[src/logic/cfc_pkg.sv]
// Shared constants and types for the flash cache and P/E control
package cfc_pkg;
  // Geometry of the flash space and the read cache
  localparam int AW = 20;
  localparam int CACHE_BYTES = 256;
  localparam int LINE_BYTES = 16;
  localparam int WAYS = 8;
  localparam int SETS = CACHE_BYTES / (LINE_BYTES * WAYS);
  localparam int NLINES = SETS * WAYS;
  localparam int SIX = (SETS > 1) ? $clog2(SETS) : 1;
  localparam int WW = $clog2(WAYS);
  localparam int TW = AW - 4 - SIX;
  localparam int BLK_SHIFT = 15;
  localparam int BW = AW - BLK_SHIFT;
  localparam int PGM_BYTES = 128;
  localparam int PGM_WORDS = PGM_BYTES / 4;
  // Core clock and the miss cost it implies
  localparam int CLK_MHZ = 100;
  localparam int MISS_LO_MHZ = 50;
  localparam int MISS_HI_MHZ = 100;
  localparam int MISS_CYC = (CLK_MHZ > MISS_HI_MHZ) ? 3 : (CLK_MHZ > MISS_LO_MHZ) ? 2 : 1;
  localparam logic [1:0] MISS_CNT = 2'(MISS_CYC);
  // Data values
  localparam logic [127:0] ERASED_LINE = {4{32'hFFFFFFFF}};
  localparam logic [BW-1:0] TM_BLK_A = 5'h08;
  localparam logic [BW-1:0] TM_BLK_B = 5'h09;
  // Register byte offsets
  localparam logic [7:0] OFF_STAT = 8'h00;
  localparam logic [7:0] OFF_IEN = 8'h04;
  localparam logic [7:0] OFF_ENTRY = 8'h08;
  localparam logic [7:0] OFF_SUSP = 8'h0C;
  localparam logic [7:0] OFF_CEN = 8'h10;
  localparam logic [7:0] OFF_CIV = 8'h14;
  localparam logic [7:0] OFF_SUA = 8'h18;
  localparam logic [7:0] OFF_TM = 8'h1C;
  localparam logic [7:0] OFF_PST = 8'h20;
  localparam logic [7:0] OFF_SADDR = 8'h24;
  localparam logic [7:0] OFF_UID0 = 8'h30;
  localparam logic [7:0] OFF_UID1 = 8'h34;
  localparam logic [7:0] OFF_UID2 = 8'h38;
  localparam logic [7:0] OFF_UID3 = 8'h3C;
  localparam logic [7:0] OFF_CMD = 8'h40;
  // Field positions and reset values
  localparam int ST_DONE_BIT = 0;
  localparam int ST_CODE_ACCESS_VIOLATION_FLAG_BIT = 7;
  localparam int ENTRY_BIT = 0;
  localparam int KEY_LSB = 8;
  localparam logic [7:0] RST_STAT = 8'h00;
  localparam logic [7:0] RST_IEN = 8'h00;
  // Sequencer command codes
  localparam logic [7:0] CMD_PROGRAM = 8'h01;
  localparam logic [7:0] CMD_ERASE = 8'h02;
  localparam logic [7:0] CMD_SUSPEND = 8'h03;
  localparam logic [7:0] CMD_RESUME = 8'h04;

  typedef enum logic [1:0] {PE_IDLE, PE_DATA, PE_RUN, PE_SUSP} cfc_pe_state_type;
  typedef enum logic {RD_IDLE, RD_FILL} cfc_rd_state_type;
  typedef enum logic {OP_PROGRAM, OP_ERASE} cfc_op_type;

  // Command bus towards the flash array
  typedef struct packed {
    logic start;
    logic suspend;
    logic resume;
    cfc_op_type op;
    logic [AW-1:0] addr;
    logic wr;
    logic [31:0] wdata;
  } cfc_fl_cmd_type;
endpackage

[src/logic/cfc_lru.sv]
// Least recently used way tracker for one cache set
`timescale 1ns/10ps
module cfc_lru #(
  parameter int WAYS = 8
) (
  input wire logic clk_i,
  input wire logic rst_n_i,
  input wire logic touch_i,
  input wire logic [$clog2(WAYS)-1:0] way_i,
  output logic [$clog2(WAYS)-1:0] victim_o
);
  localparam int WD = $clog2(WAYS);

  if (WAYS < 2 || (WAYS & (WAYS - 1)) != 0) begin : g_chk
    $error("cfc_lru: WAYS must be a power of two");
  end

  logic [WD-1:0] age_q [WAYS];

  // Ages stay a permutation, so exactly one way is the oldest
  always_ff @(posedge clk_i) begin
    if (!rst_n_i) begin
      for (int i = 0; i < WAYS; i++) begin
        age_q[i] <= WD'(i);
      end
    end else if (touch_i) begin
      for (int i = 0; i < WAYS; i++) begin
        if (WD'(i) == way_i) begin
          age_q[i] <= '0;
        end else if (age_q[i] < age_q[way_i]) begin
          age_q[i] <= age_q[i] + 1'b1;
        end
      end
    end
  end

  // Oldest way is the replacement choice
  always_comb begin
    victim_o = '0;
    for (int i = 0; i < WAYS; i++) begin
      if (age_q[i] == WD'(WAYS - 1)) begin
        victim_o = WD'(i);
      end
    end
  end
endmodule

[src/logic/cfc_pe_seq.sv]
// Program/erase sequencer fed by writes to the command window
`timescale 1ns/10ps
module cfc_pe_seq
  import cfc_pkg::*;
(
  input wire logic clk_i,
  input wire logic rst_n_i,
  input wire logic pe_mode_i,
  input wire logic susp_mode_i,
  input wire logic cmd_wr_i,
  input wire logic [31:0] cmd_data_i,
  input wire logic [cfc_pkg::AW-1:0] start_addr_i,
  input wire logic fl_done_i,
  input wire logic fl_susp_ok_i,
  output cfc_pkg::cfc_fl_cmd_type fl_cmd_o,
  output logic busy_o,
  output logic susp_o,
  output logic idle_o,
  output logic done_o,
  output logic viol_o
);
  cfc_pe_state_type state_q;
  logic [4:0] cnt_q;
  logic pend_q;
  logic [7:0] code;

  assign code = cmd_data_i[7:0];
  assign busy_o = (state_q == PE_RUN);
  assign susp_o = (state_q == PE_SUSP);
  assign idle_o = (state_q == PE_IDLE);

  // Command decode and operation sequencing
  always_ff @(posedge clk_i) begin
    if (!rst_n_i) begin
      state_q <= PE_IDLE;
      cnt_q <= '0;
      pend_q <= 1'b0;
      fl_cmd_o <= '0;
      done_o <= 1'b0;
      viol_o <= 1'b0;
    end else begin
      fl_cmd_o.start <= 1'b0;
      fl_cmd_o.suspend <= 1'b0;
      fl_cmd_o.resume <= 1'b0;
      fl_cmd_o.wr <= 1'b0;
      done_o <= 1'b0;
      viol_o <= 1'b0;
      case (state_q)
        PE_IDLE: begin
          if (cmd_wr_i) begin
            if (!pe_mode_i) begin
              viol_o <= 1'b1;
            end else if (code == CMD_PROGRAM) begin
              fl_cmd_o.op <= OP_PROGRAM;
              fl_cmd_o.addr <= start_addr_i & ~AW'(PGM_BYTES - 1);
              cnt_q <= '0;
              state_q <= PE_DATA;
            end else if (code == CMD_ERASE) begin
              fl_cmd_o.op <= OP_ERASE;
              fl_cmd_o.addr <= start_addr_i & ~AW'((1 << BLK_SHIFT) - 1);
              fl_cmd_o.start <= 1'b1;
              state_q <= PE_RUN;
            end else begin
              viol_o <= 1'b1;
            end
          end
        end
        PE_DATA: begin
          // Exactly one 128-byte unit is collected before start
          if (cmd_wr_i) begin
            fl_cmd_o.wr <= 1'b1;
            fl_cmd_o.wdata <= cmd_data_i;
            cnt_q <= cnt_q + 1'b1;
            if (cnt_q == 5'(PGM_WORDS - 1)) begin
              fl_cmd_o.start <= 1'b1;
              state_q <= PE_RUN;
            end
          end
        end
        PE_RUN: begin
          if (fl_done_i) begin
            done_o <= 1'b1;
            pend_q <= 1'b0;
            state_q <= PE_IDLE;
          end else if (cmd_wr_i) begin
            if (code != CMD_SUSPEND) begin
              viol_o <= 1'b1;
            end else if (fl_cmd_o.op == OP_ERASE && susp_mode_i) begin
              pend_q <= 1'b1;
            end else begin
              fl_cmd_o.suspend <= 1'b1;
              state_q <= PE_SUSP;
            end
          end else if (pend_q && fl_susp_ok_i) begin
            pend_q <= 1'b0;
            fl_cmd_o.suspend <= 1'b1;
            state_q <= PE_SUSP;
          end
        end
        PE_SUSP: begin
          if (cmd_wr_i) begin
            if (code == CMD_RESUME) begin
              fl_cmd_o.resume <= 1'b1;
              state_q <= PE_RUN;
            end else begin
              viol_o <= 1'b1;
            end
          end
        end
        default: state_q <= PE_IDLE;
      endcase
    end
  end
endmodule

[src/logic/cfc_top.sv]
// Code flash read cache, register file and program/erase control
`timescale 1ns/10ps
// Functional notes
// - A 256-byte 8-way read cache with 16-byte lines fronts the flash.
// - A miss fills the lowest free way of its set, else replaces the least recently used way.
// - A cache hit is answered in one core clock cycle.
// - A miss costs one cycle up to 50 MHz, two up to 100 MHz, three above.
// - Erased bytes read as all ones.
// - Program and erase start from writes to the decoded command window.
// - Programming uses 128-byte units only; erase works on whole blocks.
// - An operation can be suspended, reads are served meanwhile, then it resumes.
// - The suspend-mode bit picks suspension (0) or erase (1) priority.
// - A prohibited access sets violation bit 7; enable bit 7 makes it interrupt.
// - P/E mode is entered by bit 0 with the key in bits 15:8; wrong keys are ignored.
// - With trusted protection on, ordinary reads of blocks 8 and 9 are blocked.
// - Software picks block 0 or block 1 as the startup area.
// - Interrupts stay live during self-programming with vectors outside flash.
// - A per-chip 16-byte identifier reads as four 32-bit words 0 to 3.
// - One control enables the read cache, another invalidates all its lines.
module cfc_top
  import cfc_pkg::*;
#(
  parameter logic [7:0] ENTRY_KEY = 8'h5A, // Arbitrary value
  parameter logic [127:0] UNIQUE_ID = 128'h0011223344556677_8899AABBCCDDEEFF // Arbitrary value
) (
  input wire logic CLK_SYS_I,
  input wire logic RST_N_I,
  input wire logic WB_CYC_I,
  input wire logic WB_STB_I,
  input wire logic WB_WE_I,
  input wire logic [7:0] WB_ADR_I,
  input wire logic [3:0] WB_SEL_I,
  input wire logic [31:0] WB_DAT_I,
  output logic [31:0] WB_DAT_O,
  output logic WB_ACK_O,
  input wire logic CPU_RD_REQ_I,
  input wire logic [cfc_pkg::AW-1:0] CPU_RD_ADDR_I,
  output logic CPU_RD_READY_O,
  output logic CPU_RD_VALID_O,
  output logic [31:0] CPU_RD_DATA_O,
  output logic CPU_RD_ERR_O,
  output logic FL_RD_O,
  output logic [cfc_pkg::AW-5:0] FL_RD_ADDR_O,
  input wire logic [127:0] FL_LINE_I,
  input wire logic FL_BLANK_I,
  output cfc_pkg::cfc_fl_cmd_type FL_CMD_O,
  input wire logic FL_DONE_I,
  input wire logic FL_SUSP_OK_I,
  output logic IRQ_O
);
  import cfc_pkg::*;

  if (MISS_CYC < 1 || MISS_CYC > 3 || NLINES != 16) begin : g_chk
    $error("cfc_top: bad geometry");
  end

  ////////////////////////////////////////////////////////////////////////////
  // Declarations

  logic ack_q, acc, wr, cmd_wr, entry_q, susp_mode_q, cen_q, sua_q, tm_q, civ, irq_q;
  logic pe_busy, pe_susp, pe_idle, pe_done, pe_viol, rd_viol;
  logic [31:0] rdata, rd_data_q;
  logic [7:0] stat_q, ien_q, events;
  logic [AW-1:0] saddr_q, raddr_q, xa;
  cfc_rd_state_type rd_state_q;
  logic rd_ready_q, rd_valid_q, rd_err_q, fl_rd_q, alloc_q;
  logic [AW-5:0] fl_addr_q;
  logic [1:0] mcnt_q;
  logic [NLINES-1:0] vld_q;
  logic [TW-1:0] tag_q [NLINES];
  logic [127:0] line_q [NLINES];
  logic [127:0] fill_line;
  logic [BW-1:0] blk;
  logic [SIX-1:0] cset, fset, touch_set;
  logic [TW-1:0] ctag;
  logic hit, free, take, blocked, hit_go, fill_go, touch_go;
  logic [WW-1:0] vic_q, hway, fway, touch_way;
  logic [WW-1:0] lru_vic [SETS];

  ////////////////////////////////////////////////////////////////////////////
  // Wishbone slave: ack one cycle after the request

  assign acc = WB_CYC_I && WB_STB_I && !ack_q;
  assign wr = acc && WB_WE_I;
  assign cmd_wr = wr && WB_ADR_I == OFF_CMD && WB_SEL_I == 4'hF;
  assign civ = wr && WB_ADR_I == OFF_CIV && WB_SEL_I[0] && WB_DAT_I[0];

  // Acknowledge every strobe, mapped or not
  always_ff @(posedge CLK_SYS_I) begin
    if (!RST_N_I) begin
      ack_q <= 1'b0;
      WB_DAT_O <= '0;
    end else begin
      ack_q <= acc;
      if (acc && !WB_WE_I) begin
        WB_DAT_O <= rdata;
      end
    end
  end
  assign WB_ACK_O = ack_q;

  // Read mux; unmapped and write-only words read as zero
  always_comb begin
    rdata = '0;
    case (WB_ADR_I)
      OFF_STAT: rdata[7:0] = stat_q;
      OFF_IEN: rdata[7:0] = ien_q;
      OFF_ENTRY: rdata[ENTRY_BIT] = entry_q;
      OFF_SUSP: rdata[0] = susp_mode_q;
      OFF_CEN: rdata[0] = cen_q;
      OFF_SUA: rdata[0] = sua_q;
      OFF_TM: rdata[0] = tm_q;
      OFF_PST: rdata[2:0] = {entry_q, pe_susp, pe_busy};
      OFF_SADDR: rdata[AW-1:0] = saddr_q;
      OFF_UID0: rdata = UNIQUE_ID[31:0];
      OFF_UID1: rdata = UNIQUE_ID[63:32];
      OFF_UID2: rdata = UNIQUE_ID[95:64];
      OFF_UID3: rdata = UNIQUE_ID[127:96];
      default: rdata = '0;
    endcase
  end

  ////////////////////////////////////////////////////////////////////////////
  // Control registers

  // Plain settings; the trusted bit is set-only so code cannot drop it
  always_ff @(posedge CLK_SYS_I) begin
    if (!RST_N_I) begin
      ien_q <= RST_IEN;
      susp_mode_q <= 1'b0;
      cen_q <= 1'b0;
      sua_q <= 1'b0;
      tm_q <= 1'b0;
      saddr_q <= '0;
    end else if (wr) begin
      if (WB_ADR_I == OFF_IEN && WB_SEL_I[0]) begin
        ien_q <= WB_DAT_I[7:0];
      end
      if (WB_ADR_I == OFF_SUSP && WB_SEL_I[0]) begin
        susp_mode_q <= WB_DAT_I[0];
      end
      if (WB_ADR_I == OFF_CEN && WB_SEL_I[0]) begin
        cen_q <= WB_DAT_I[0];
      end
      if (WB_ADR_I == OFF_SUA && WB_SEL_I[0]) begin
        sua_q <= WB_DAT_I[0];
      end
      if (WB_ADR_I == OFF_TM && WB_SEL_I[0]) begin
        tm_q <= tm_q | WB_DAT_I[0];
      end
      if (WB_ADR_I == OFF_SADDR && WB_SEL_I == 4'hF) begin
        saddr_q <= WB_DAT_I[AW-1:0];
      end
    end
  end

  // Mode entry needs both low lanes, the key, and an idle sequencer
  always_ff @(posedge CLK_SYS_I) begin
    if (!RST_N_I) begin
      entry_q <= 1'b0;
    end else if (wr && WB_ADR_I == OFF_ENTRY && WB_SEL_I[1:0] == 2'h3 && pe_idle &&
                 WB_DAT_I[KEY_LSB +: 8] == ENTRY_KEY) begin
      entry_q <= WB_DAT_I[ENTRY_BIT];
    end
  end

  ////////////////////////////////////////////////////////////////////////////
  // Interrupt status: write one to clear, a new event wins over the clear

  always_comb begin
    events = '0;
    events[ST_DONE_BIT] = pe_done;
    events[ST_CODE_ACCESS_VIOLATION_FLAG_BIT] = pe_viol || rd_viol;
  end

  always_ff @(posedge CLK_SYS_I) begin
    if (!RST_N_I) begin
      stat_q <= RST_STAT;
    end else if (wr && WB_ADR_I == OFF_STAT && WB_SEL_I[0]) begin
      stat_q <= (stat_q & ~WB_DAT_I[7:0]) | events;
    end else begin
      stat_q <= stat_q | events;
    end
  end

  // Level interrupt, never gated by sequencer activity
  always_ff @(posedge CLK_SYS_I) begin
    if (!RST_N_I) begin
      irq_q <= 1'b0;
    end else begin
      irq_q <= |(stat_q & ien_q);
    end
  end
  assign IRQ_O = irq_q;

  ////////////////////////////////////////////////////////////////////////////
  // Program/erase sequencer

  cfc_pe_seq u_seq (
    .clk_i(CLK_SYS_I),
    .rst_n_i(RST_N_I),
    .pe_mode_i(entry_q),
    .susp_mode_i(susp_mode_q),
    .cmd_wr_i(cmd_wr),
    .cmd_data_i(WB_DAT_I),
    .start_addr_i(saddr_q),
    .fl_done_i(FL_DONE_I),
    .fl_susp_ok_i(FL_SUSP_OK_I),
    .fl_cmd_o(FL_CMD_O),
    .busy_o(pe_busy),
    .susp_o(pe_susp),
    .idle_o(pe_idle),
    .done_o(pe_done),
    .viol_o(pe_viol)
  );

  ////////////////////////////////////////////////////////////////////////////
  // Read path: address translation, protection and lookup

  // Startup swap exchanges blocks 0 and 1
  always_comb begin
    xa = CPU_RD_ADDR_I;
    if (sua_q && CPU_RD_ADDR_I[AW-1:BLK_SHIFT+1] == '0) begin
      xa[BLK_SHIFT] = ~CPU_RD_ADDR_I[BLK_SHIFT];
    end
  end

  assign blk = xa[AW-1:BLK_SHIFT];
  assign cset = xa[4 +: SIX];
  assign ctag = xa[AW-1 -: TW];
  assign fset = raddr_q[4 +: SIX];
  assign take = CPU_RD_REQ_I && rd_ready_q && rd_state_q == RD_IDLE;
  // A running operation owns the array; a suspended one does not
  assign blocked = (tm_q && (blk == TM_BLK_A || blk == TM_BLK_B)) || pe_busy;
  assign rd_viol = take && blocked;
  assign hit_go = take && !blocked && cen_q && hit;
  assign fill_go = rd_state_q == RD_FILL && mcnt_q == MISS_CNT;
  assign fill_line = FL_BLANK_I ? ERASED_LINE : FL_LINE_I;

  // Tag compare and first free way of the indexed set
  always_comb begin
    hit = 1'b0;
    hway = '0;
    free = 1'b0;
    fway = '0;
    for (int w = WAYS - 1; w >= 0; w--) begin
      if (vld_q[cset*WAYS+w] && tag_q[cset*WAYS+w] == ctag) begin
        hit = 1'b1;
        hway = WW'(w);
      end
      if (!vld_q[cset*WAYS+w]) begin
        free = 1'b1;
        fway = WW'(w);
      end
    end
  end

  // Recency follows hits and completed fills
  assign touch_go = hit_go || (fill_go && alloc_q && !civ);
  assign touch_set = fill_go ? fset : cset;
  assign touch_way = fill_go ? vic_q : hway;

  for (genvar s = 0; s < SETS; s++) begin : g_lru
    cfc_lru #(.WAYS(WAYS)) u_lru (
      .clk_i(CLK_SYS_I),
      .rst_n_i(RST_N_I),
      .touch_i(touch_go && touch_set == SIX'(s)),
      .way_i(touch_way),
      .victim_o(lru_vic[s])
    );
  end

  ////////////////////////////////////////////////////////////////////////////
  // Read sequencing towards the CPU and the array

  always_ff @(posedge CLK_SYS_I) begin
    if (!RST_N_I) begin
      rd_state_q <= RD_IDLE;
      rd_ready_q <= 1'b0;
      rd_valid_q <= 1'b0;
      rd_data_q <= '0;
      rd_err_q <= 1'b0;
      fl_rd_q <= 1'b0;
      fl_addr_q <= '0;
      raddr_q <= '0;
      mcnt_q <= '0;
      vic_q <= '0;
      alloc_q <= 1'b0;
    end else begin
      rd_valid_q <= 1'b0;
      rd_err_q <= 1'b0;
      case (rd_state_q)
        RD_IDLE: begin
          rd_ready_q <= 1'b1;
          if (take) begin
            if (blocked) begin
              rd_valid_q <= 1'b1;
              rd_err_q <= 1'b1;
              rd_data_q <= '0;
            end else if (cen_q && hit) begin
              rd_valid_q <= 1'b1;
              rd_data_q <= line_q[cset*WAYS+hway][xa[3:2]*32 +: 32];
            end else begin
              // Disabled cache still reads through, but never allocates
              rd_ready_q <= 1'b0;
              fl_rd_q <= 1'b1;
              fl_addr_q <= xa[AW-1:4];
              raddr_q <= xa;
              mcnt_q <= 2'h1;
              vic_q <= free ? fway : lru_vic[cset];
              alloc_q <= cen_q;
              rd_state_q <= RD_FILL;
            end
          end
        end
        RD_FILL: begin
          if (civ) begin
            alloc_q <= 1'b0; // Stale once invalidated mid-fill
          end
          if (fill_go) begin
            fl_rd_q <= 1'b0;
            rd_valid_q <= 1'b1;
            rd_data_q <= fill_line[raddr_q[3:2]*32 +: 32];
            rd_ready_q <= 1'b1;
            rd_state_q <= RD_IDLE;
          end else begin
            mcnt_q <= mcnt_q + 2'h1;
          end
        end
        default: rd_state_q <= RD_IDLE;
      endcase
    end
  end

  assign CPU_RD_READY_O = rd_ready_q;
  assign CPU_RD_VALID_O = rd_valid_q;
  assign CPU_RD_DATA_O = rd_data_q;
  assign CPU_RD_ERR_O = rd_err_q;
  assign FL_RD_O = fl_rd_q;
  assign FL_RD_ADDR_O = fl_addr_q;

  ////////////////////////////////////////////////////////////////////////////
  // Cache storage

  // Invalidate and finished operations win over a fill
  always_ff @(posedge CLK_SYS_I) begin
    if (!RST_N_I) begin
      vld_q <= '0;
    end else if (civ || pe_done) begin
      vld_q <= '0;
    end else if (fill_go && alloc_q) begin
      vld_q[fset*WAYS+vic_q] <= 1'b1;
    end
  end

  // Whole line and tag land together with the valid bit
  always_ff @(posedge CLK_SYS_I) begin
    if (fill_go && alloc_q) begin
      line_q[fset*WAYS+vic_q] <= fill_line;
      tag_q[fset*WAYS+vic_q] <= raddr_q[AW-1 -: TW];
    end
  end
endmodule

[config.mk]
export PLATFORM = sky130hd
export DESIGN_NAME = cfc_top
export DESIGN_NICKNAME = d
export VERILOG_FILES = /design/src/logic/cfc_pkg.sv /design/src/logic/cfc_lru.sv /design/src/logic/cfc_pe_seq.sv /design/src/logic/cfc_top.sv
export SDC_FILE = /design/constraint.sdc
export NUM_CORES = 2
export LEC_CHECK = 0
export ABC_AREA = 0
export BUFFER_PORTS_ARGS = -buffer_cell sky130_fd_sc_hd__buf_2
export CAP_MARGIN = 10
export CORE_MARGIN = 2
export CORE_UTILIZATION = 60
export DETAILED_ROUTE_END_ITERATION = 6
export GPL_TIMING_DRIVEN = 0
export HOLD_SLACK_MARGIN = 0.08
export PLACE_DENSITY = 0.77
export SYNTH_ARGS = -nofsm -noshare
export SYNTH_HDL_FRONTEND = slang
export SYNTH_SLANG_ARGS = --single-unit
[constraint.sdc]
create_clock -name CLK_SYS_I -period 15.9 [get_ports CLK_SYS_I]
set_clock_uncertainty 0.2 [all_clocks]
set_input_delay 0.795 -clock CLK_SYS_I [delete_from_list [all_inputs] [get_ports CLK_SYS_I]]
set_output_delay 0.795 -clock CLK_SYS_I [all_outputs]
set_load 0.02 [all_outputs]
==> metrics.md <==
| Metric | Value |
|---|---|
| Yosys top cell by area | edfxtp_1 |
| Pre-antenna DRT Iters | 7 |
| Worst-margin pin slew | 1.49 ns |
| Residual DRC count | 0 |
| Crit-path max FO | 10 |
| Switching pwr | 0.00301 W |
| Critical path class | in -> reg |
| Area grow syn2layout | 14.8% |
| Worst-skew pair later-pin latency | 0.89 ns |
| Relative slew slack | 0.00896 |
| Sequential-to-total area share from yosys stat | 0.707 |
| Vias in the first global route | 69800 |
| Post-synth EDFFs | 2336 |
| Post_cts resized | 0 |
| Met2 Wirelength | 157000 µm |
| Routed WL | 353000 µm |
| Worst hold path type | in -> reg |
| P_int | 0.0107 W |
| Logic pwr share | 0.045 |
| # Post-CTS Setup Buffers | 0 |
| Top-count cell post-synth | edfxtp_1 |
| Syn Std Cell Area | 0.105 mm² |
| Register Area | 0.0742 mm² |
| Avg WL per Cell | 32.5 µm |
| Period utilization | 0.452 |
| Total GRT Usage | 0.388 |
| Max frequency | 139 MHz |
| Uppermost routed layer | met5 |
| FFs w/ async S/R, synth | 0 |
| Switching Fraction | 0.220 |
| Clock buffer count from CTS | 238 |
| Grt ovf | 0 |
| Area contributors post-synth | edfxtp_1, mux2i_1, nand2_1, dfxtp_1, nand3_1 |
| Worst Setup End Kind | register |
| Setup violators final | 0 |
| Die Span Y | 422 µm |
| Placer Congestion | 0.954 |
| Synth warnings | 0 |
| WL met1 | 117000 µm |
| Final setup TNS | 0 ns |
| Initial core utilization | 0.604 |
| Cells after synthesis | 7530 |
| Antenna viol nets, final | 0 |
| Critical Path Start Type | input pin |
| Antenna violations before repair | 18 |
| Clock-pin slew on the worst setup and hold paths | 0.06 ns |
| PD cells | 114 mW/mm² |
| Top FF cell, synth | edfxtp_1 |
| Core area | 0.174 mm² |
| H-tree depth | 4 |
| Root buffer cell | clkbuf_16 |
| Clock sinks | 2539 |
| Count of pins over their slew limit | 0 |
| Die area | 0.178 mm² |
| Yosys reg bits | 2539 |
| Post-route setup slack | 8.71 ns |
| Post-route cell area | 0.120 mm² |
| Static leakage | 40.4 nW |
| Clock power share | 0.418 |
| Status | finished, final reports clean |
| RSZ-0062 raised after global routing | no |
| DR vias | 73200 |
| Io pins | 344 |
| Site Rows | 153 |
| Distinct cells, synth | 102 |
| Tmin final | 7.19 ns |
| Layout cells sized above 1 | 0.147 |
| VDD IR max | 0.103 mV |
| Fillers | 11400 |
| Average size of a mapped cell | 13.9 µm² |
| Multi-input logic area | 0.0284 mm² |
| Die W | 422 µm |
| IO buf count | 316 |
| Final Hold Viols | 0 |
| First-pass GRT wire length | 493000 µm |
| DP Area | 0.112 mm² |
| Met3 WL post-DR | 50200 µm |
| Post-synth top cells | edfxtp_1, nand2_1, mux2i_1 |
| Max Cap Viol | 0 |
| DRT iter0 DRCs | 13000 |
| Via density | 6.74 |
| Area fraction of the dominant cell type after synthesis | 0.668 |
| Nets | 8552 |
| Worst EP required | 16.44 ns |
| CP arrival | 7.73 ns |
| DP Wirelength | 244000 µm |
| Pin count of the biggest net entering global routing | 29 |
| Dpl ws | 7.95 ns |
| Longest Clk Path Bufs | 3 |
| Sequential share of power | 0.538 |
| CTS tree | done |
[state kept, by name, indices dropped and copies added (netlist names), 3 cells and up]
signal and flops:
u_seq.cnt_q 5, stat_q 8, vld_q 16, WB_DAT_O 23, line_q 2048, saddr_q 20, g_lru.u_lru.age_q 48, u_seq.fl_cmd_o 50
ien_q 8, tag_q 240, vic_q 3, CPU_RD_DATA_O 32, raddr_q 18
[layer usage]
layer	up-vias	global-route usage
li1	30100	-
met1	35500	0.488
met2	6301	0.588
met3	1338	0.112
met4	12	0.257
met5	-	0
[layout make-up]
| class | count | share of cell area |
|---|---|---|
| flip-flops and latches | 2539 | 0.616 |
| multi-input cells | 4468 | 0.235 |
| clock buffers | 322 | 0.0550 |
| repair buffers | 517 | 0.0380 |
| well taps | 2325 | 0.0241 |
| plain buffers | 494 | 0.0200 |
| clock inverters | 129 | 0.00977 |
| inverters | 40 | 0.00125 |
| diodes | 26 | 0.000540 |
[power groups by stage]
stage               clock (W)  combinational, W  sequential (W)
floorplan                   0          0.000297         0.00748
global placement            0          0.000550         0.00750
detailed placement          0          0.000568         0.00750
CTS                   0.00569          0.000578         0.00736
global route          0.00595          0.000626         0.00736
finish                0.00572          0.000611         0.00736
[per-stage QoR]
step                      std cells   util  hold WS [ns]  power (W)
after floorplan                7541      -         0.224    0.00778
after global placement        10200  0.630         0.233    0.00805
after detailed placement      10300  0.645         0.238    0.00807
after CTS                     10800  0.692        0.0926     0.0136
after global routing          10800  0.693         0.158     0.0139
final                         10900  0.693         0.147     0.0137
[final timing paths]
kind,endpoint,slack [ns],cells after the start,start
min reg2reg,u_seq.fl_cmd_o[43],0.25,2,u_seq.fl_cmd_o[43]
min,raddr_q[2],0.15,3,CPU_RD_ADDR_I[2]
max reg2reg,CPU_RD_DATA_O[20],9.14,15,sua_q
max,CPU_RD_DATA_O[29],8.71,20,CPU_RD_ADDR_I[4]
[cells in the final DEF (no fill, tap or decap), types with 119 or more instances in the layout]
cell type	instances
edfxtp_1	2336
nand2_1	1248
mux2i_1	655
nand3_1	568
clkbuf_1	379
buf_2	361
clkbuf_16	246
a21oi_1	217
dfxtp_1	203
nor2_1	200
a31oi_1	177
or2_2	134
a211oi_1	126
a22oi_1	126
o21ai_0	119
[timing repair]
item | CTS | global route
hold buffers | 35 | 0
hold endpoints to repair | 65 | 0
endpoints found under the setup margin | 0 | 0
[kinds of logic after synthesis]
logic type,share of synthesized area
xor gates and xnor gates,0.0113
adders and majority gates,0.00632
other,0.0000357
and+or+nand+nor,0.108
buffers and inverters,0.0244
AOI/OAI and AO/OA,0.0708
DFF,0.707
muxes,0.0723
[critical path: stages]
cell	delay, ns
buf_6	0.11
buf_6	0.18
buf_4	0.25
buf_2	0.38
mux2i_1	0.28
xnor2_1	0.09
nor3_1	0.60
and4_1	0.31
o2111ai_1	0.27
a211oi_1	0.45
or2_2	0.18
buf_2	0.30
buf_2	0.40
clkbuf_1	0.83
clkbuf_1	0.92
nand3_1	0.35
nand3_1	0.20
nand4_1	0.10
o21ai_0	0.53
a31oi_1	0.17
No activity file was read; power rests on OpenSTA's default activity.
